<file path="config.mk">
export PLATFORM = sky130hd
export DESIGN_NAME = iic_top
export DESIGN_NICKNAME = d
export VERILOG_FILES = /design/src/shared/iic_pkg.sv /design/src/shared/iic_dec_if.sv /design/src/rtl/iic_decode.sv /design/src/rtl/iic_top.sv
export VERILOG_INCLUDE_DIRS = /design/src /design/src/shared
export SDC_FILE = /design/constraint.sdc
export NUM_CORES = 1
export LEC_CHECK = 0
export BUFFER_PORTS_ARGS = -buffer_cell sky130_fd_sc_hd__buf_2
export CAP_MARGIN = 20
export CORE_UTILIZATION = 49
export DETAILED_ROUTE_END_ITERATION = 8
export PLACE_DENSITY_LB_ADDON = 0.15
export SETUP_SLACK_MARGIN = 0.3
export SLEW_MARGIN = 20
export SYNTH_ARGS = -nofsm -noshare
export SYNTH_HDL_FRONTEND = slang
export SYNTH_SLANG_ARGS = --single-unit
export TNS_END_PERCENT = 5
</file>
<file path="constraint.sdc">
create_clock -name clk_sys -period 1.85 [get_ports clk_sys]
set_input_delay 0.37 -clock clk_sys [delete_from_list [all_inputs] [get_ports clk_sys]]
set_output_delay 0.37 -clock clk_sys [all_outputs]
set_load 0.01 [all_outputs]
</file>
<file path="src/shared/iic_regs.svh">
// Constants of the IEEE-488 interface control block: timing, bus codes, register map.
// Included by the package and the design modules; holds definitions only.
`ifndef IIC_REGS_SVH
`define IIC_REGS_SVH

// Timing, system clock 100 MHz
`define IIC_CLK_NS 10
`define IIC_T1M_NS 1000
`define IIC_T5M_NS 200
`define IIC_DIV_1M (`IIC_T1M_NS / `IIC_CLK_NS)
`define IIC_DIV_5M (`IIC_T5M_NS / `IIC_CLK_NS)

// Bus commands and address groups (logic levels, after inversion)
`define IIC_CMD_DCL 8'h14
`define IIC_CMD_SDC 8'h04
`define IIC_CMD_GET 8'h08
`define IIC_CMD_SPE 8'h18
`define IIC_CMD_SPD 8'h19
`define IIC_CMD_UNL 8'h3F
`define IIC_CMD_UNT 8'h5F
`define IIC_GRP_LISTEN 2'h1
`define IIC_GRP_TALK 2'h2

// Program codes on data bytes
`define IIC_PC_MANT 8'h4D
`define IIC_PC_DEAD 8'h44
`define IIC_PC_EXP 8'h45
`define IIC_PC_TRIG 8'h47
`define IIC_PC_COUNT 8'h4E
`define IIC_PC_DIGIT 8'h54
`define IIC_PC_CLEAR 8'h52
`define IIC_PC_HALT 8'h48
`define IIC_DIGIT_HI 4'h3

// Switch bits
`define IIC_SW_TRIG_LVL 5
`define IIC_SW_TALK_ALWAYS 6

// Memory fill codes
`define IIC_FILL_FULL 2'h3

// APB register map
`define IIC_A_CTRL 12'h000
`define IIC_A_STAT 12'h004
`define IIC_A_RXD 12'h008
`define IIC_CTRL_HOLD 0
`define IIC_CTRL_STCLR 1

`endif

</file>
<file path="src/shared/iic_pkg.sv">
// Types shared by the interface control block modules.
// Assumes iic_regs.svh is on the include path.
`include "iic_regs.svh"
package iic_pkg;

  typedef enum logic [1:0] {IIC_LH_READY, IIC_LH_ACCEPT} iic_lh_e;
  typedef enum logic [1:0] {IIC_SH_IDLE, IIC_SH_SETTLE, IIC_SH_WAIT} iic_sh_e;
  typedef enum logic [2:0] {
    IIC_T_NONE, IIC_T_MANT, IIC_T_DEAD, IIC_T_EXP, IIC_T_TRIG, IIC_T_COUNT, IIC_T_DIGIT
  } iic_tgt_e;

  typedef struct packed {
    logic [6:0] cnt1m;
    logic [4:0] cnt5m;
    iic_lh_e lh;
    iic_sh_e sh;
    logic talk;
    logic listen;
    logic spa;
    logic [3:0] latch;
    logic rx_evt;
    logic rx_atn;
    logic [7:0] rx_byte;
    logic [7:0] tx_byte;
    logic tx_status;
    logic mem_ready;
    logic ctrl_hold;
    logic [31:0] prdata;
  } iic_top_s;

  typedef struct packed {
    iic_tgt_e tgt;
    iic_tgt_e strobe;
    logic pend;
    logic [7:0] pdl;
    logic diag_wr;
    logic mant_clr;
    logic count_clr;
    logic digit_clr;
    logic gate_clr;
    logic acc_stop;
    logic get_evt;
    logic dcl_evt;
    logic spe_evt;
    logic spd_evt;
  } iic_dec_s;

endpackage

</file>
<file path="src/shared/iic_dec_if.sv">
// Link between the interface control top and its program code decoder.
// Single clock domain; all signals are clk_sys synchronous.
`timescale 1ns/10ps
interface iic_dec_if;
  logic preset;
  logic tick1m;
  logic rx_evt;
  logic rx_atn;
  logic [7:0] rx_byte;
  logic listen;
  logic [7:0] pdl;
  logic [5:0] load_strobe;
  logic mant_clr;
  logic count_clr;
  logic digit_clr;
  logic gate_clr;
  logic acc_stop;
  logic diag_wr;
  logic get_evt;
  logic dcl_evt;
  logic spe_evt;
  logic spd_evt;

  modport top (
    output preset, tick1m, rx_evt, rx_atn, rx_byte, listen,
    input pdl, load_strobe, mant_clr, count_clr, digit_clr, gate_clr, acc_stop,
    input diag_wr, get_evt, dcl_evt, spe_evt, spd_evt
  );
  modport dec (
    input preset, tick1m, rx_evt, rx_atn, rx_byte, listen,
    output pdl, load_strobe, mant_clr, count_clr, digit_clr, gate_clr, acc_stop,
    output diag_wr, get_evt, dcl_evt, spe_evt, spd_evt
  );
endinterface

</file>
<file path="src/rtl/iic_decode.sv">
// Program code and bus command decoder of the interface control block.
// Fed with accepted bus bytes by iic_top; one clock, synchronous preset.
`timescale 1ns/10ps
`include "iic_regs.svh"
module iic_decode (
  input wire logic clk_sys,
  input wire logic rst_n,
  iic_dec_if.dec d
);
  import iic_pkg::*;

  iic_dec_s s_r, s_nxt;

  always_comb begin
    s_nxt = s_r;
    s_nxt.diag_wr = 1'b0;
    s_nxt.mant_clr = 1'b0;
    s_nxt.count_clr = 1'b0;
    s_nxt.digit_clr = 1'b0;
    s_nxt.gate_clr = 1'b0;
    s_nxt.acc_stop = 1'b0;
    s_nxt.get_evt = 1'b0;
    s_nxt.dcl_evt = 1'b0;
    s_nxt.spe_evt = 1'b0;
    s_nxt.spd_evt = 1'b0;
    // Strobe opens one tick after the value is set and lasts one tick
    if (d.tick1m) begin
      s_nxt.strobe = s_r.pend ? s_r.tgt : IIC_T_NONE;
      s_nxt.pend = 1'b0;
    end
    if (d.rx_evt) begin
      if (d.rx_atn) begin
        // DCL, SPE and SPD are seen by every device, addressed or not; SDC and GET only by a listener
        if (d.rx_byte == `IIC_CMD_DCL || (d.rx_byte == `IIC_CMD_SDC && d.listen)) begin
          s_nxt.dcl_evt = 1'b1;
          s_nxt.mant_clr = 1'b1;
          s_nxt.count_clr = 1'b1;
          s_nxt.digit_clr = 1'b1;
          s_nxt.gate_clr = 1'b1;
          s_nxt.acc_stop = 1'b1;
          s_nxt.tgt = IIC_T_NONE;
          s_nxt.pend = 1'b0;
        end
        s_nxt.get_evt = d.listen && d.rx_byte == `IIC_CMD_GET;
        s_nxt.spe_evt = d.rx_byte == `IIC_CMD_SPE;
        s_nxt.spd_evt = d.rx_byte == `IIC_CMD_SPD;
      end else if (d.listen) begin
        if (d.rx_byte[7:4] == `IIC_DIGIT_HI && s_r.tgt != IIC_T_NONE) begin
          // Only the low nibble means anything for a code
          s_nxt.pdl = {4'h0, d.rx_byte[3:0]};
          s_nxt.pend = 1'b1;
        end else begin
          case (d.rx_byte)
            `IIC_PC_MANT: s_nxt.tgt = IIC_T_MANT;
            `IIC_PC_DEAD: s_nxt.tgt = IIC_T_DEAD;
            `IIC_PC_EXP: s_nxt.tgt = IIC_T_EXP;
            `IIC_PC_TRIG: s_nxt.tgt = IIC_T_TRIG;
            `IIC_PC_COUNT: s_nxt.tgt = IIC_T_COUNT;
            `IIC_PC_DIGIT: s_nxt.tgt = IIC_T_DIGIT;
            `IIC_PC_CLEAR: begin
              s_nxt.tgt = IIC_T_NONE;
              s_nxt.mant_clr = 1'b1;
              s_nxt.count_clr = 1'b1;
              s_nxt.digit_clr = 1'b1;
              s_nxt.gate_clr = 1'b1;
              s_nxt.acc_stop = 1'b1;
            end
            `IIC_PC_HALT: begin
              s_nxt.tgt = IIC_T_NONE;
              s_nxt.acc_stop = 1'b1;
            end
            default: begin
              // Any other byte is diagnostic data for memory
              s_nxt.tgt = IIC_T_NONE;
              s_nxt.pdl = d.rx_byte;
              s_nxt.diag_wr = 1'b1;
            end
          endcase
        end
      end
    end
  end

  always_ff @(posedge clk_sys) begin
    if (!rst_n || d.preset) begin
      s_r <= '0;
    end else begin
      s_r <= s_nxt;
    end
  end

  assign d.pdl = s_r.pdl;
  assign d.load_strobe = {s_r.strobe == IIC_T_DIGIT, s_r.strobe == IIC_T_COUNT,
    s_r.strobe == IIC_T_TRIG, s_r.strobe == IIC_T_EXP, s_r.strobe == IIC_T_DEAD,
    s_r.strobe == IIC_T_MANT};
  assign d.mant_clr = s_r.mant_clr;
  assign d.count_clr = s_r.count_clr;
  assign d.digit_clr = s_r.digit_clr;
  assign d.gate_clr = s_r.gate_clr;
  assign d.acc_stop = s_r.acc_stop;
  assign d.diag_wr = s_r.diag_wr;
  assign d.get_evt = s_r.get_evt;
  assign d.dcl_evt = s_r.dcl_evt;
  assign d.spe_evt = s_r.spe_evt;
  assign d.spd_evt = s_r.spd_evt;
endmodule

</file>
<file path="src/rtl/iic_top.sv">
// IEEE-488 interface control: addressing, handshakes, status latch, serial poll, APB.
// Bus pins are active low and open drain; memory, gate and system control sit outside.
//
// Behaviour
// - Address match sets talk or listen flag
// - Lowest switch bit excluded from compare
// - Talk-always switch makes device talk unaddressed
// - Sixth switch bit selects trigger threshold
// - Detect DCL, SDC, GET, SPE, SPD
// - Program codes give per-register load strobes
// - Clear codes give clears, gate_clear, accumulate_stop
// - Eight data lines; codes use lowest four
// - Listen handshake on 1 MHz, held off
// - Accumulating stops accepting bus data bytes
// - Source handshake sends memory or status
// - Status latch captures four conditions
// - Latched condition raises service request
// - Serial poll sends status byte instead
// - B1 power, B2 dead time, B3 sync
// - B4 B5 encode memory fill level
// - Interface timed by 1 and 5 MHz
// - Status latch clears after status read
// - Power-up preset forces defined state
//
// The placing of the registers and the APB interface to the registers were decided locally.
`timescale 1ns/10ps
`include "iic_regs.svh"
module iic_top (
  input wire logic clk_sys,
  input wire logic rst_n,
  input wire logic power_up_preset,
  input wire logic [6:0] addr_switch,
  input wire logic [7:0] dio_n_in,
  output logic [7:0] dio_n_out,
  output logic dio_n_oe,
  input wire logic atn_n_in,
  input wire logic dav_n_in,
  output logic dav_n_out,
  output logic dav_n_oe,
  input wire logic nrfd_n_in,
  output logic nrfd_n_out,
  output logic nrfd_n_oe,
  input wire logic ndac_n_in,
  output logic ndac_n_out,
  output logic ndac_n_oe,
  output logic srq_n_out,
  output logic srq_n_oe,
  input wire logic [7:0] mem_data,
  input wire logic mem_valid,
  output logic mem_ready,
  input wire logic [1:0] mem_fill,
  input wire logic accumulating_flag,
  input wire logic dead_time_overrun,
  input wire logic sync_error_full,
  input wire logic count_done,
  input wire logic power_fail,
  output logic [7:0] programmed_data_lines,
  output logic mantissa_load_strobe,
  output logic dead_time_load_strobe,
  output logic exponent_load_strobe,
  output logic trigger_mode_load_strobe,
  output logic count_load_strobe,
  output logic digit_count_load_strobe,
  output logic mantissa_clear,
  output logic count_clear,
  output logic digit_count_clear,
  output logic gate_clear,
  output logic accumulate_stop,
  output logic diag_write_strobe,
  output logic group_trigger,
  output logic device_clear,
  output logic trig_level_4v,
  output logic service_request_out,
  output logic serial_poll_active,
  output logic talk_ind,
  output logic listen_ind,
  input wire logic psel,
  input wire logic penable,
  input wire logic pwrite,
  input wire logic [11:0] paddr,
  input wire logic [31:0] pwdata,
  output logic [31:0] prdata,
  output logic pready,
  output logic pslverr
);
  import iic_pkg::*;

  iic_top_s s_r, s_nxt;
  iic_dec_if dif ();

  logic [7:0] dio;
  logic atn;
  logic dav;
  logic tick1m;
  logic tick5m;
  logic talk_always;
  logic participate;
  logic hold;
  logic talker_active;
  logic srq;
  logic [7:0] status_byte;
  logic apb_wr;
  logic apb_setup;
  logic mapped;

  // Bus lines are active low
  assign dio = ~dio_n_in;
  assign atn = ~atn_n_in;
  assign dav = ~dav_n_in;

  // Both dividers start together, so every 1 MHz tick is also a 5 MHz tick
  assign tick1m = s_r.cnt1m == 7'(`IIC_DIV_1M - 1);
  assign tick5m = s_r.cnt5m == 5'(`IIC_DIV_5M - 1);

  assign talk_always = addr_switch[`IIC_SW_TALK_ALWAYS];
  assign trig_level_4v = addr_switch[`IIC_SW_TRIG_LVL];

  // Commands under ATN always handshaken; data only when addressed
  assign participate = atn || s_r.listen;
  assign hold = !atn && (accumulating_flag || mem_fill == `IIC_FILL_FULL
    || s_r.ctrl_hold);
  assign talker_active = (s_r.talk || talk_always) && !atn;

  assign srq = |s_r.latch;
  assign status_byte = {1'b0, srq, s_r.latch[3], mem_fill[0], mem_fill[1],
    s_r.latch[2], s_r.latch[1], s_r.latch[0]};

  assign apb_setup = psel && !penable;
  assign apb_wr = psel && penable && pwrite;
  assign mapped = paddr == `IIC_A_CTRL || paddr == `IIC_A_STAT || paddr == `IIC_A_RXD;

  always_comb begin
    s_nxt = s_r;
    s_nxt.rx_evt = 1'b0;
    s_nxt.mem_ready = 1'b0;
    s_nxt.cnt1m = tick1m ? 7'h00 : s_r.cnt1m + 7'h01;
    s_nxt.cnt5m = tick5m ? 5'h00 : s_r.cnt5m + 5'h01;

    // Listen handshake, paced by the 1 MHz tick
    case (s_r.lh)
      IIC_LH_READY: begin
        if (tick1m && participate && dav && !hold) begin
          s_nxt.rx_byte = dio;
          s_nxt.rx_atn = atn;
          s_nxt.rx_evt = 1'b1;
          s_nxt.lh = IIC_LH_ACCEPT;
        end
      end
      IIC_LH_ACCEPT: begin
        if (tick1m && !dav) begin
          s_nxt.lh = IIC_LH_READY;
        end
      end
      default: s_nxt.lh = IIC_LH_READY;
    endcase

    // Address flags move on the 5 MHz tick that samples the byte
    if (tick5m && s_r.lh == IIC_LH_READY && tick1m && participate && dav && !hold && atn) begin
      if (dio[6:5] == `IIC_GRP_LISTEN && dio[4:1] == addr_switch[4:1]) begin
        s_nxt.listen = 1'b1;
      end
      if (dio[6:5] == `IIC_GRP_TALK) begin
        s_nxt.talk = dio[4:1] == addr_switch[4:1];
      end
      if (dio == `IIC_CMD_UNL) begin
        s_nxt.listen = 1'b0;
      end
      if (dio == `IIC_CMD_UNT) begin
        s_nxt.talk = 1'b0;
      end
    end

    if (dif.spe_evt) begin
      s_nxt.spa = 1'b1;
    end
    if (dif.spd_evt) begin
      s_nxt.spa = 1'b0;
    end

    // Source handshake
    case (s_r.sh)
      IIC_SH_IDLE: begin
        if (tick1m && talker_active && (s_r.spa || mem_valid)) begin
          s_nxt.tx_byte = s_r.spa ? status_byte : mem_data;
          s_nxt.tx_status = s_r.spa;
          s_nxt.sh = IIC_SH_SETTLE;
        end
      end
      IIC_SH_SETTLE: begin
        // Data lines settle for at least one tick before DAV
        if (tick1m && nrfd_n_in) begin
          s_nxt.sh = IIC_SH_WAIT;
        end
      end
      IIC_SH_WAIT: begin
        if (tick1m && ndac_n_in) begin
          s_nxt.sh = IIC_SH_IDLE;
          s_nxt.mem_ready = !s_r.tx_status;
        end
      end
      default: s_nxt.sh = IIC_SH_IDLE;
    endcase
    if (!talker_active) begin
      s_nxt.sh = IIC_SH_IDLE;
    end

    // Sticky status: a new event wins over the clear
    s_nxt.latch = s_r.latch;
    if ((s_r.sh == IIC_SH_WAIT && tick1m && ndac_n_in && s_r.tx_status)
        || (apb_wr && paddr == `IIC_A_CTRL && pwdata[`IIC_CTRL_STCLR])) begin
      s_nxt.latch = 4'h0;
    end
    s_nxt.latch = s_nxt.latch | {count_done, sync_error_full, dead_time_overrun,
      power_fail};

    if (dif.dcl_evt) begin
      s_nxt.spa = 1'b0;
    end

    // APB: zero wait states, read data latched in the setup cycle
    if (apb_wr && paddr == `IIC_A_CTRL) begin
      s_nxt.ctrl_hold = pwdata[`IIC_CTRL_HOLD];
    end
    if (apb_setup) begin
      case (paddr)
        `IIC_A_CTRL: s_nxt.prdata = {31'h0000_0000, s_r.ctrl_hold};
        `IIC_A_STAT: s_nxt.prdata = {22'h00_0000, talk_always, s_r.spa, s_r.listen,
          s_r.talk, mem_fill, s_r.latch};
        `IIC_A_RXD: s_nxt.prdata = {24'h00_0000, s_r.rx_byte};
        default: s_nxt.prdata = 32'h0000_0000;
      endcase
    end
  end

  always_ff @(posedge clk_sys) begin
    if (!rst_n || power_up_preset) begin
      s_r <= '0;
    end else begin
      s_r <= s_nxt;
    end
  end

  assign dif.preset = power_up_preset;
  assign dif.tick1m = tick1m;
  assign dif.rx_evt = s_r.rx_evt;
  assign dif.rx_atn = s_r.rx_atn;
  assign dif.rx_byte = s_r.rx_byte;
  assign dif.listen = s_r.listen;

  iic_decode u_decode (
    .clk_sys(clk_sys),
    .rst_n(rst_n),
    .d(dif.dec)
  );

  // Open-drain lines: enable pulls low
  assign nrfd_n_out = 1'b0;
  assign ndac_n_out = 1'b0;
  assign dav_n_out = 1'b0;
  assign srq_n_out = 1'b0;
  assign nrfd_n_oe = participate && (s_r.lh == IIC_LH_ACCEPT || hold);
  assign ndac_n_oe = participate && s_r.lh == IIC_LH_READY;
  assign dio_n_out = ~s_r.tx_byte;
  assign dio_n_oe = s_r.sh != IIC_SH_IDLE;
  assign dav_n_oe = s_r.sh == IIC_SH_WAIT;
  assign srq_n_oe = srq;

  assign mem_ready = s_r.mem_ready;
  assign service_request_out = srq;
  assign serial_poll_active = s_r.spa;
  assign talk_ind = s_r.talk || talk_always;
  assign listen_ind = s_r.listen;

  assign programmed_data_lines = dif.pdl;
  assign mantissa_load_strobe = dif.load_strobe[0];
  assign dead_time_load_strobe = dif.load_strobe[1];
  assign exponent_load_strobe = dif.load_strobe[2];
  assign trigger_mode_load_strobe = dif.load_strobe[3];
  assign count_load_strobe = dif.load_strobe[4];
  assign digit_count_load_strobe = dif.load_strobe[5];
  assign mantissa_clear = dif.mant_clr;
  assign count_clear = dif.count_clr;
  assign digit_count_clear = dif.digit_clr;
  assign gate_clear = dif.gate_clr;
  assign accumulate_stop = dif.acc_stop;
  assign diag_write_strobe = dif.diag_wr;
  assign group_trigger = dif.get_evt;
  assign device_clear = dif.dcl_evt;

  assign prdata = s_r.prdata;
  assign pready = 1'b1;
  assign pslverr = psel && penable && !mapped;
endmodule

</file>
=== Word level (Yosys, flattened, before mapping) ===
Cells that the tools add are included.

* Add/subtract/negate cells: 2
* Eq/ne operators: 41
* Reductions and logical operators: 75
* Mux-type cells: 37
* Bitwise operators: 12

{| class="wikitable"
|+ Operators with widths
! operator !! number
|-
| 8-bit by 7-bit equality test with 1-bit output (second input constant) || 9
|-
| 1-bit logical AND || 31
|-
| 10-bit one-hot mux with 3 select lines || 1
|-
| 8-bit by 5-bit equality test with 1-bit output (second input constant) || 3
|-
| 19-bit 2-to-1 mux || 1
|-
| 9-bit 2-to-1 mux || 2
|-
| 3-bit one-hot mux with 6 select lines || 1
|-
| 8-bit 2-to-1 mux || 2
|-
| 8-bit inverter || 2
|-
| 15-bit 2-to-1 mux || 1
|-
| 3-bit 2-to-1 mux || 5
|-
| 12-bit by 3-bit equality test with 1-bit output (second input constant) || 1
|-
| 12-bit by 4-bit equality test with 1-bit output (second input constant) || 1
|-
| 12-bit zero test || 1
|-
| 4-bit 2-to-1 mux || 3
|-
| 2-bit OR reduction || 6
|-
| 1-bit logical OR || 11
|-
| 1-bit 2-to-1 mux || 10
|-
| 10-bit 2-to-1 mux || 1
|-
| 2-bit 2-to-1 mux || 5
|-
| 5-bit 2-to-1 mux || 2
|-
| 2-bit inequality test (second input constant) || 5
|-
| 2-bit AND reduction || 5
|-
| 3-bit equality test (second input constant) || 3
|-
| other kinds (29) || 55
|}

* Register bits after elaboration: 101
* Output and inout bits: 79
* Input bits: 85

=== Depth between registers and ports, before layout ===
Gate-level depths: netlist of the first run.

* Depth in word-level cells: 8
* Mapped depth: 6

=== By module ===
A second synthesis of the first run with hierarchy kept.

* Cell total of the unflattened synthesis: 450
* Area, all modules: 3960.0 µm²

{| class="wikitable"
|+ Modules (own cells, without submodules)
! module !! cells each !! seq. area each (µm²) !! times used !! area each (µm²)
|-
| iic_top || 310 || 1061.0 || 1 || 2692.6
|-
| iic_decode || 140 || 440.4 || 1 || 1267.5
|}

=== Worst setup path before layout of the first run ===
No wires, ideal clock.

* Path type: register to register
* Start: reg s_r (netlist bit listen_ind)
* End: reg s_r (netlist bit listen_ind)
* Arrival: 1.529 ns
* Slack: 0.205 ns
* Data required time: 1.734 ns
* Cell stages (with the launch flop): 6
* Period minus slack after synthesis: 1.645 ns
* Library setup time: 0.116 ns
* Cell sequence: dfxtp_1 -> and2b_2 -> nor4bb_4 -> buf_6 -> nand3_1 -> o211a_1

* Word-level cells in the longest chain between the ends: 6

{| class="wikitable"
|+ RTL lines
! element !! line !! text
|-
| from (decl) || iic_top.sv:88 || <nowiki>iic_top_s s_r, s_nxt;</nowiki>
|-
| from (signal assigned) || iic_top.sv:239 || <nowiki>s_r <= s_nxt;</nowiki>
|-
| 1-bit logical OR || iic_top.sv:119 || <nowiki>assign participate = atn || s_r.listen;</nowiki>
|-
| 1-bit logical AND (4 in a row) || iic_top.sv:158 || <nowiki>if (tick5m && s_r.lh == IIC_LH_READY && tick1m && participate && dav && !hold && atn) begin</nowiki>
|-
| 2-bit AND reduction (no source line) || n/a ||
|}

No other way between the ends.
A chain may end at the register's enable or synchronous reset.

=== Final worst setup path of the first run ===
* Start: reg s_r[54] in the netlist's numbering
* End: out service_request_out

* Word-level cells in the longest chain between the ends: 1

{| class="wikitable"
|+ RTL lines
! element !! line !! text
|-
| 4-bit OR reduction || iic_top.sv:124 || <nowiki>assign srq = |s_r.latch;</nowiki>
|-
| to (decl) || iic_top.sv:73 || <nowiki>output logic service_request_out,</nowiki>
|}

No other way between the ends.

==> run_results.csv, run 1 <==
group,metric,value,unit
drt,routed_wl,9.95,mm
drt,route.detailed.vias_per_inst,5.27,
synth,netlist-cell-type-count,67,
timing,rsz0062_at_grt,"yes",
worst_setup_path,capturing_element_type_of_the_critical_path,"output pin",
synth,synth.avg_cell_area,8.86,um2
worst_setup_path,required,1.48,ns
cells_and_area,fill_cells,711,
drt,detailroute.wirelength.met3,633,um
timing,timing_worst_slew_pin_value,0.498,ns
drt,detail_route.iter0.violations,114,
cells_and_area,nNetsFinal,637,
drt,route.met2.wl,4.80,mm
cts,clock_tree.buffer_depth,2,
power_and_ir_drop,cellPowerDensity,694,nW/um2
global_route,grt_start_max_net_pins,40,
timing,count_of_final_setup_violators,0,
worst_setup_path,crit_path_max_incr_delay,0.57,ns
drt,ant_nets,0,
floorplan,core_region_area,7810,um2
global_route,grt_usage,0.239,
floorplan,die_w,92.5,um
global_route,via_count_of_the_first_global_routing_pass,3343,
power_and_ir_drop,static-leakage-power,1.99,nW
outcome,status,"finished clean",
worst_setup_path,cp-start-kind,"register",
drt,vias,3464,
worst_setup_path,cpMaxStageDelayCell,"or4_4",
drt,met1_length,4.44,mm
global_route,grt_first_pass_wirelength,16.0,mm
floorplan,pin_count,164,
cts,tritoncts.num_buffers,9,
cells_and_area,drive_gt1_frac,0.360,
synth,ys.warnings.count,0,
cts,hold_buffers,0,
synth,synth-seq-cells,75,
placement,placed_area,4450,um2
global_route,gr-total-overflow,0,
worst_setup_path,timing.setup.critical_path_class,"reg -> out",
synth,asyncSetResetFlopFracSynth,0,
timing,period_minus_slack,1.75,ns
drt,routed_wire_length_per_instance,15.2,um
synth,synth.area.top_cells,"dfxtp_1, buf_4, nand2_1",
cells_and_area,syn2layout_area_growth,19.1,%
placement,port_buffers,103,
drt,drcViolationCount,0,
flow_run,drv_cap,0,
synth,synth-edff-count,0,
worst_setup_path,timing.critical_path.buf_inv,1,
floorplan,die_h,92.5,um
cts,clk_latency,0.34,ns
synth,post_synthesis_cell_area,4020,um2
worst_setup_path,crit_path_cell_trace,"or4_4 > buf_6",
floorplan,core.rowCount,32,
timing,finalHoldWorstSlack,0.217,ns
synth,yosys.area.top_type,"dfxtp_1",
cts,htree_num_levels,3,
worst_setup_path,worst_ep_arrival_time,1.38,ns
timing,hold_violations,0,
floorplan,start_util,0.514,
cts,clkTransAtPathRegs,0.08,ns
timing,period_share,0.949,
placement,detailed_place_hpwl,7.29,mm
cells_and_area,postLayoutCellArea,4780,um2
placement,placer_congestion,0.842,
worst_setup_path,family_with_the_most_delay_on_the_worst_path,"simple AND/OR/NAND/NOR gates",
cts,tritoncts,"yes",
timing,drv_slew,0,
worst_setup_path,critical_path_peak_fanout,3,
hold_path,hold_class,"in -> reg",
drt,top_signal_layer_used,"met4",
timing,worst_slew_margin_rel,0.665,
synth,synth_flop_cell,"dfxtp_1",
synth,synthDominantCellAreaShare,0.374,
power_and_ir_drop,vdd_drop_max,482,uV
floorplan,dieArea,8560,um2
cts,cts_root_buf,"clkbuf_8",
synth,synth_cells,453,
timing,maxClockFrequency,570,MHz
cts,clock-sinks,75,
synth,synth_sequential_area_ratio,0.374,
global_route,initial_antenna_violation_count,0,
drt,drtPass1Iterations,4,
timing,final.setup_skew,0.00929,ns
cells_and_area,num_antenna_cells,0,
## synthesized netlist by cell type (3+ instances only)
cell and count:
nor2b_1 5, nand2_1 46, nand3b_1 6, buf_2 7
nand4_1 5, nand3_1 17, buf_6 4, mux2i_1 17
a211oi_1 8, or3_1 3, dfxtp_1 75, buf_4 51
and3_1 11, nor2_1 24, nor3b_1 4, a211o_1 3
nor4_1 6, a21oi_2 4, a221o_1 7, and3b_1 4
nand2b_1 4, xnor2_1 8, a21oi_1 32, inv_1 13
and2_2 3, o21ai_0 13, clkbuf_1 9, a211oi_2 9
or2_2 4
## layout make-up
type | instances | area, um2 | share of cell area
inverters | 13 | 48.8 | 0.0102
well taps | 102 | 128 | 0.0267
repair buffers | 134 | 777 | 0.163
flip-flops and latches | 75 | 1520 | 0.317
clock buffers | 12 | 155 | 0.0325
clock inverters | 4 | 72.6 | 0.0152
multi-input cells | 317 | 2080 | 0.436
## path summary, 6_finish.rpt
path                       from                  end  slack [ns]  cells after the start
min                 dio_n_in[7]       dif.rx_byte[7]        0.22                      2
max reg2reg      dif.rx_byte[1]     u_decode.s_r[23]        0.17                      5
min reg2reg  u_decode.d.spd_evt   serial_poll_active        0.40                      1
max                     s_r[54]  service_request_out         0.1                      2
## per-layer routing
layer,vias to the layer above,global-route usage
li1,1724,-
met1,1616,0.295
met2,120,0.411
met3,4,0.0550
met4,0,0.0716
met5,-,0
## cells by family after synthesis
group,share of synthesized area
simple gates,0.244
compound gates,0.163
buf+inv,0.141
flops,0.374
mux,0.0480
xor+xnor,0.0218
fa+ha+maj,0.00623
other cells,0.00187
## layout by cell type, fill, tap and decap left out, types with 3 or more instances in the layout
cell type,instances
nand2b_1,4
nor4_1,5
o21ai_0,13
nor2b_1,4
nor2_1,24
nand3b_1,6
a21oi_2,6
inv_1,13
a221o_1,7
buf_6,3
clkbuf_8,11
a211oi_1,7
nand2_1,46
a211oi_2,10
and3b_1,4
a21oi_1,30
a211o_1,3
nor3b_1,4
or2_2,4
nand3_1,17
and3_1,11
xnor2_1,8
nor4b_2,3
conb_1,27
nand4_1,5
dfxtp_1,65
and2_2,3
buf_4,29
or3_1,3
dfxtp_2,9
buf_2,101
mux2i_1,17
## worst reg2reg max path, cell delays in order, from the launching register on
cell,delay [ns]
dfxtp_1,0.45
nor4b_2,0.35
o2111ai_1,0.21
buf_4,0.20
a211o_1,0.26
a21oi_1,0.14
## registers in the layout (all words and copies together), names as in the netlist
name                 count
u_decode.d.spd_evt       1
u_decode.d.diag_wr       1
mem_ready                1
u_decode.s_r             7
prdata                  10
u_decode.d.get_evt       1
u_decode.d.pdl           8
u_decode.d.spe_evt       1
listen_ind               1
s_r                     30
u_decode.d.gate_clr      1
dif.rx_evt               1
dif.rx_byte              8
u_decode.d.dcl_evt       1
dif.rx_atn               1
serial_poll_active       1
u_decode.d.acc_stop      1
## metrics by stage
stage | power, mW | TNS, ns | setup slack (ns) | util | cells
2_1_floorplan | 1.84 | 0 | 0.227 | - | 478
5_1_grt | 3.44 | 0 | 0.0545 | 0.612 | 657
4_1_cts | 3.33 | 0 | 0.0821 | 0.604 | 653
6_report | 3.32 | 0 | 0.0952 | 0.612 | 657
3_3_place_gp | 1.90 | 0 | 0.0549 | 0.570 | 635
3_5_place_dp | 1.90 | -0.00751 | -0.00751 | 0.570 | 635
## report_power, final
group / switching [mW] / internal [mW] / leakage, nW
clock: 0.598 / 0.832 / 0.113
sequential: 0.00830 / 1.62 / 0.610
combinational: 0.150 / 0.106 / 1.27
total: 0.756 / 2.56 / 1.99
## what timing repair did
| item | CTS | global route |
|---|---|---|
| pin swaps | 2 | 5 |
| buffers inserted | 2 | 2 |
| resized for setup | 7 | 15 |
| gates cloned | 0 | 2 |
| endpoints found under the setup margin | 38 | 70 |
No activity file was read; power rests on OpenSTA's default activity.
==> run 2, diff against run 1 <==
Settings changed: CORE_ASPECT_RATIO from default to 1.1.
Clock period 1.85 ns to 1.9 ns, I/O delays scaled along.
==> run_results.csv, run 2 (same netlist as run 1, synthesis figures left out) <==
group,metric,value,unit
worst_setup_path,required,1.52,ns
drt,route.detailed.vias_per_inst,5.24,
timing,maxClockFrequency,567,MHz
global_route,grt_usage,0.232,
drt,drcViolationCount,0,
cells_and_area,layout.cells.most_common,"buf_2",
cells_and_area,num_antenna_cells,0,
floorplan,die_h,96.9,um
global_route,via_count_of_the_first_global_routing_pass,3276,
timing,period_minus_slack,1.76,ns
worst_setup_path,cp-start-kind,"register",
worst_setup_path,worst_ep_arrival_time,1.38,ns
timing,count_of_final_setup_violators,0,
drt,ant_nets,0,
cts,clock-sinks,75,
timing,post-route-worst-setup-slack,0.137,ns
cts,cts_root_buf,"clkbuf_8",
timing,period_share,0.928,
floorplan,core_region_area,7910,um2
cells_and_area,largest_reg_flops,30,
global_route,grt_start_max_net_pins,31,
drt,routed_wl,9.87,mm
cts,clk_latency,0.34,ns
cells_and_area,syn2layout_area_growth,18.5,%
power_and_ir_drop,cellPowerDensity,620,nW/um2
global_route,initial_antenna_violation_count,0,
placement,placedCellCount,637,
cts,clock_tree.buffer_depth,2,
cts,tritoncts,"yes",
outcome,status,"finished clean",
global_route,gr-total-overflow,0,
worst_setup_path,critical_path_peak_fanout,3,
floorplan,start_util,0.507,
worst_setup_path,crit_path_max_incr_delay,0.57,ns
worst_setup_path,capturing_element_type_of_the_critical_path,"output pin",
timing,rsz0062_at_grt,"yes",
worst_setup_path,cpMaxStageDelayCell,"or4_4",
power_and_ir_drop,vdd_drop_max,323,uV
cells_and_area,final_cell_mix,"buf_2, dfxtp_1, nand2_1",
drt,detail_route.iter0.violations,161,
power_and_ir_drop,static-leakage-power,1.96,nW
worst_setup_path,crit_path_cell_trace,"or4_4 > buf_6",
timing,hold_violations,0,
drt,routed_wire_length_per_instance,14.9,um
cts,hold_buffers,0,
floorplan,dieArea,8560,um2
hold_path,hold_class,"in -> reg",
cells_and_area,finish.cell_count_without_fillers,663,
cts,clkTransAtPathRegs,0.08,ns
timing,final.setup_skew,0.00862,ns
timing,drv_slew,0,
drt,drtPass1Iterations,4,
cts,tritoncts.num_buffers,9,
placement,dpl_worst_slack,0.0466,ns
flow_run,drv_cap,0,
cells_and_area,fill_cells,724,
placement,port_buffers,103,
cells_and_area,largest-register,"s_r",
placement,placer_congestion,0.869,
worst_setup_path,timing.setup.critical_path_class,"reg -> out",
placement,detailed_place_hpwl,7.21,mm
cts,htree_num_levels,3,
cells_and_area,nNetsFinal,637,
floorplan,pin_count,164,
floorplan,die_w,88.3,um
cells_and_area,drive_gt1_frac,0.362,
timing,worst_slew_margin_rel,0.642,
floorplan,core.rowCount,34,
drt,vias,3477,
timing,setup_tns,0,ns
timing,timing_worst_slew_pin_value,0.533,ns
global_route,grt_first_pass_wirelength,15.6,mm
run 2: changes by cell type in the layout (fill, tap and decap cells not counted), sizes merged:
| cell | before | now |
|---|---|---|
| clkinvlp | 1 | 3 |
| clkbuf | 12 | 9 |
| and2 | 6 | 5 |
| clkinv | 1 | 3 |
| inv | 13 | 14 |
| buf | 134 | 135 |
| bufinv | 2 | 0 |
run 2: metal layers:
metal	track usage	share of wire
met5	0	0
met1	0.301	0.45
met2	0.381	0.50
met4	0.0819	0.0080
met3	0.0410	0.050
run 2: power by group:
part / internal, mW / switching [mW] / total (mW)
Sequential: 1.58 / 0.00918 / 1.59
Clock: 0.480 / 0.628 / 1.11
Combinational: 0.106 / 0.146 / 0.252
Total: 2.17 / 0.783 / 2.95
run 2: worst paths after layout:
| kind | to | cells after the start | slack, ns | from |
|---|---|---|---|---|
| setup reg to reg | u_decode.d.diag_wr | 5 | 0.23 | dif.rx_byte[6] |
| setup / recovery | service_request_out | 2 | 0.14 | s_r[54] |
| hold / removal | s_r[53] | 3 | 0.24 | power_fail |
| hold reg to reg | serial_poll_active | 1 | 0.41 | u_decode.d.spd_evt |
run 2: cell type report:
class,count,area (um2),share of cell area
inverter,13,48.8,0.0103
multi-input combinational,316,2110,0.443
timing repair buffer,135,776,0.163
clock buffer,9,124,0.0260
clock inverter,7,53.8,0.0113
sequential,75,1510,0.318
tap,108,135,0.0284
run 2: worst max-delay path, delay by kind of cell, from the launching register on:
kind | cells | cell delay [ns]
and+or+nand+nor | 1 | 0.57
buffers and inverters | 1 | 0.15
DFF | 1 | 0.33
run 2: metrics by stage:
step                      total power, mW  hold WS, ns  utilization  cell area (um2)
after floorplan                      1.79        0.375            -             4110
after global placement               1.84        0.395        0.558             4410
after detailed placement             1.85        0.395        0.558             4410
after CTS                            2.97        0.226        0.586             4640
after global routing                 3.09        0.230        0.601             4760
final                                2.95        0.243        0.601             4760
run 2: what timing repair did:
| item | CTS | global route |
|---|---|---|
| setup endpoints to repair | 33 | 55 |
| gates cloned | 0 | 1 |
| pin swaps | 3 | 8 |
| buffers inserted | 2 | 7 |
| resized for setup | 8 | 18 |
==> run 3, diff against run 2 <==
Settings changed: CORE_ASPECT_RATIO 1.1 to default, CORE_MARGIN from default to 8.
==> run_results.csv, run 3 (same netlist as run 1, synthesis figures left out) <==
group,metric,value,unit
floorplan,start_util,0.496,
floorplan,die_w,107,um
hold_path,hold_class,"in -> reg",
timing,post-route-worst-setup-slack,0.134,ns
floorplan,pin_count,164,
cts,clkTransAtPathRegs,0.07,ns
timing,timing_worst_slew_pin_value,0.581,ns
global_route,gr-total-overflow,0,
placement,placer_congestion,0.831,
floorplan,core_region_area,8090,um2
placement,detailed_place_hpwl,7.97,mm
worst_setup_path,worstSetupStartpoint,"s_r[54]",
drt,drcViolationCount,0,
timing,maxClockFrequency,566,MHz
worst_setup_path,required,1.52,ns
timing,count_of_final_setup_violators,0,
cts,clock_tree.buffer_depth,2,
global_route,grt_usage,0.186,
cts,tritoncts.num_buffers,9,
power_and_ir_drop,cellPowerDensity,644,nW/um2
cells_and_area,drive_gt1_frac,0.342,
cells_and_area,multiInputGateArea,2090,um2
cells_and_area,syn2layout_area_growth,17.5,%
worst_setup_path,cp-start-kind,"register",
drt,detail_route.iter0.violations,209,
hold_path,whs_path_depth,3,
cells_and_area,final_cell_mix,"buf_2, dfxtp_1, nand2_1",
cells_and_area,fill_cells,778,
timing,period_minus_slack,1.77,ns
floorplan,die_h,107,um
global_route,initial_antenna_violation_count,0,
cts,htree_num_levels,3,
timing,drv_slew,0,
drt,route.detailed.vias_per_inst,5.33,
cells_and_area,largest-register,"s_r",
cts,clock-sinks,75,
power_and_ir_drop,vdd_drop_max,353,uV
drt,vias,3488,
worst_setup_path,setup.worst_path.end,"service_request_out",
cells_and_area,seqCellArea,1510,um2
power_and_ir_drop,static-leakage-power,1.95,nW
drt,routed_wl,10.5,mm
flow_run,drv_cap,0,
worst_setup_path,ff2ff_path_depth,4,
worst_setup_path,critical_path_peak_fanout,3,
timing,setup_tns,0,ns
placement,port_buffers,103,
cells_and_area,largest_reg_flops,30,
cells_and_area,layout.cells.most_common,"buf_2",
worst_setup_path,rr_startpoint,"dif.rx_byte[7]",
placement,dpl_worst_slack,0.0960,ns
timing,hold_violations,0,
drt,ant_nets,0,
cts,hold_buffers,0,
cts,cts_root_buf,"clkbuf_8",
cells_and_area,num_antenna_cells,0,
global_route,grt_first_pass_wirelength,17.1,mm
outcome,status,"finished clean",
cells_and_area,nNetsFinal,633,
timing,period_share,0.929,
floorplan,core.rowCount,33,
drt,drtPass1Iterations,4,
cts,tritoncts,"yes",
floorplan,dieArea,11300,um2
timing,worst_slew_margin_rel,0.609,
drt,routed_wire_length_per_instance,16.1,um
worst_setup_path,regToRegSetupSlack,0.22,ns
global_route,via_count_of_the_first_global_routing_pass,3540,
worst_setup_path,timing.setup.critical_path_class,"reg -> out",
timing,rsz0062_at_grt,"yes",
timing,final.setup_skew,0.00811,ns
worst_setup_path,capturing_element_type_of_the_critical_path,"output pin",
global_route,grt_start_max_net_pins,29,
worst_setup_path,r2r-end,"u_decode.s_r[22]",
worst_setup_path,worst_ep_arrival_time,1.39,ns
cts,clk_latency,0.35,ns
-- run 3: changes by cell type in the layout (fill, tap and decap cells not counted), moves of 3 or more --
cell        delta
buf_4          -3
clkinvlp_4     -3
dfxtp_1        +4
dfxtp_2        -4
-- run 3: stage by stage --
stage	util	hold slack [ns]	std cells	instance area [um2]	total power, mW
floorplan	-	0.375	478	4110	1.79
global placement	0.546	0.399	635	4420	1.85
detailed placement	0.546	0.385	635	4420	1.85
CTS	0.574	0.216	652	4640	3.05
global route	0.583	0.214	654	4720	3.15
finish	0.583	0.230	654	4720	3.04
-- run 3: worst min-delay path by stage --
| stage | from | endpoint | slack (ns) |
|---|---|---|---|
| after global placement | u_decode.d.spd_evt | serial_poll_active | 0.40 |
| after floorplan | u_decode.d.spd_evt | serial_poll_active | 0.37 |
| after global routing | dio_n_in[7] | dif.rx_byte[7] | 0.21 |
| final | count_done | s_r[56] | 0.23 |
| after CTS | dio_n_in[7] | dif.rx_byte[7] | 0.22 |
| after detailed placement | u_decode.d.spd_evt | serial_poll_active | 0.38 |
-- run 3: report_power, final --
part	leakage, nW	internal, mW	switching [mW]	total [mW]
clock	0.0950	0.625	0.568	1.19
combinational	1.25	0.106	0.148	0.254
sequential	0.607	1.58	0.00826	1.59
-- run 3: layout make-up --
cell class,instances,area share
Clock buffer,11,0.0300
Clock inverter,3,0.00849
Inverter,13,0.0103
Multi-Input combinational cell,316,0.444
Sequential cell,75,0.319
Tap cell,105,0.0279
Timing Repair Buffer,131,0.160
-- run 3: repair_timing --
item,in CTS,in global routing
resized for setup,8,13
cloned,1,0
pin swaps,2,5
buffers inserted,2,2
setup endpoints to repair,30,59
-- run 3: routing by layer --
metal / track usage / vias up / part of all wire
met5: 0 / - / 0
met4: 0.0744 / 0 / 0.020
met3: 0.0557 / 19 / 0.075
met2: 0.304 / 120 / 0.47
met1: 0.223 / 1640 / 0.44
li1: - / 1709 / -
-- run 3: worst max-delay path, cell delays in order (launching register included) --
cell and delay (ns):
dfxtp_2 0.33, or4_4 0.57, buf_6 0.15
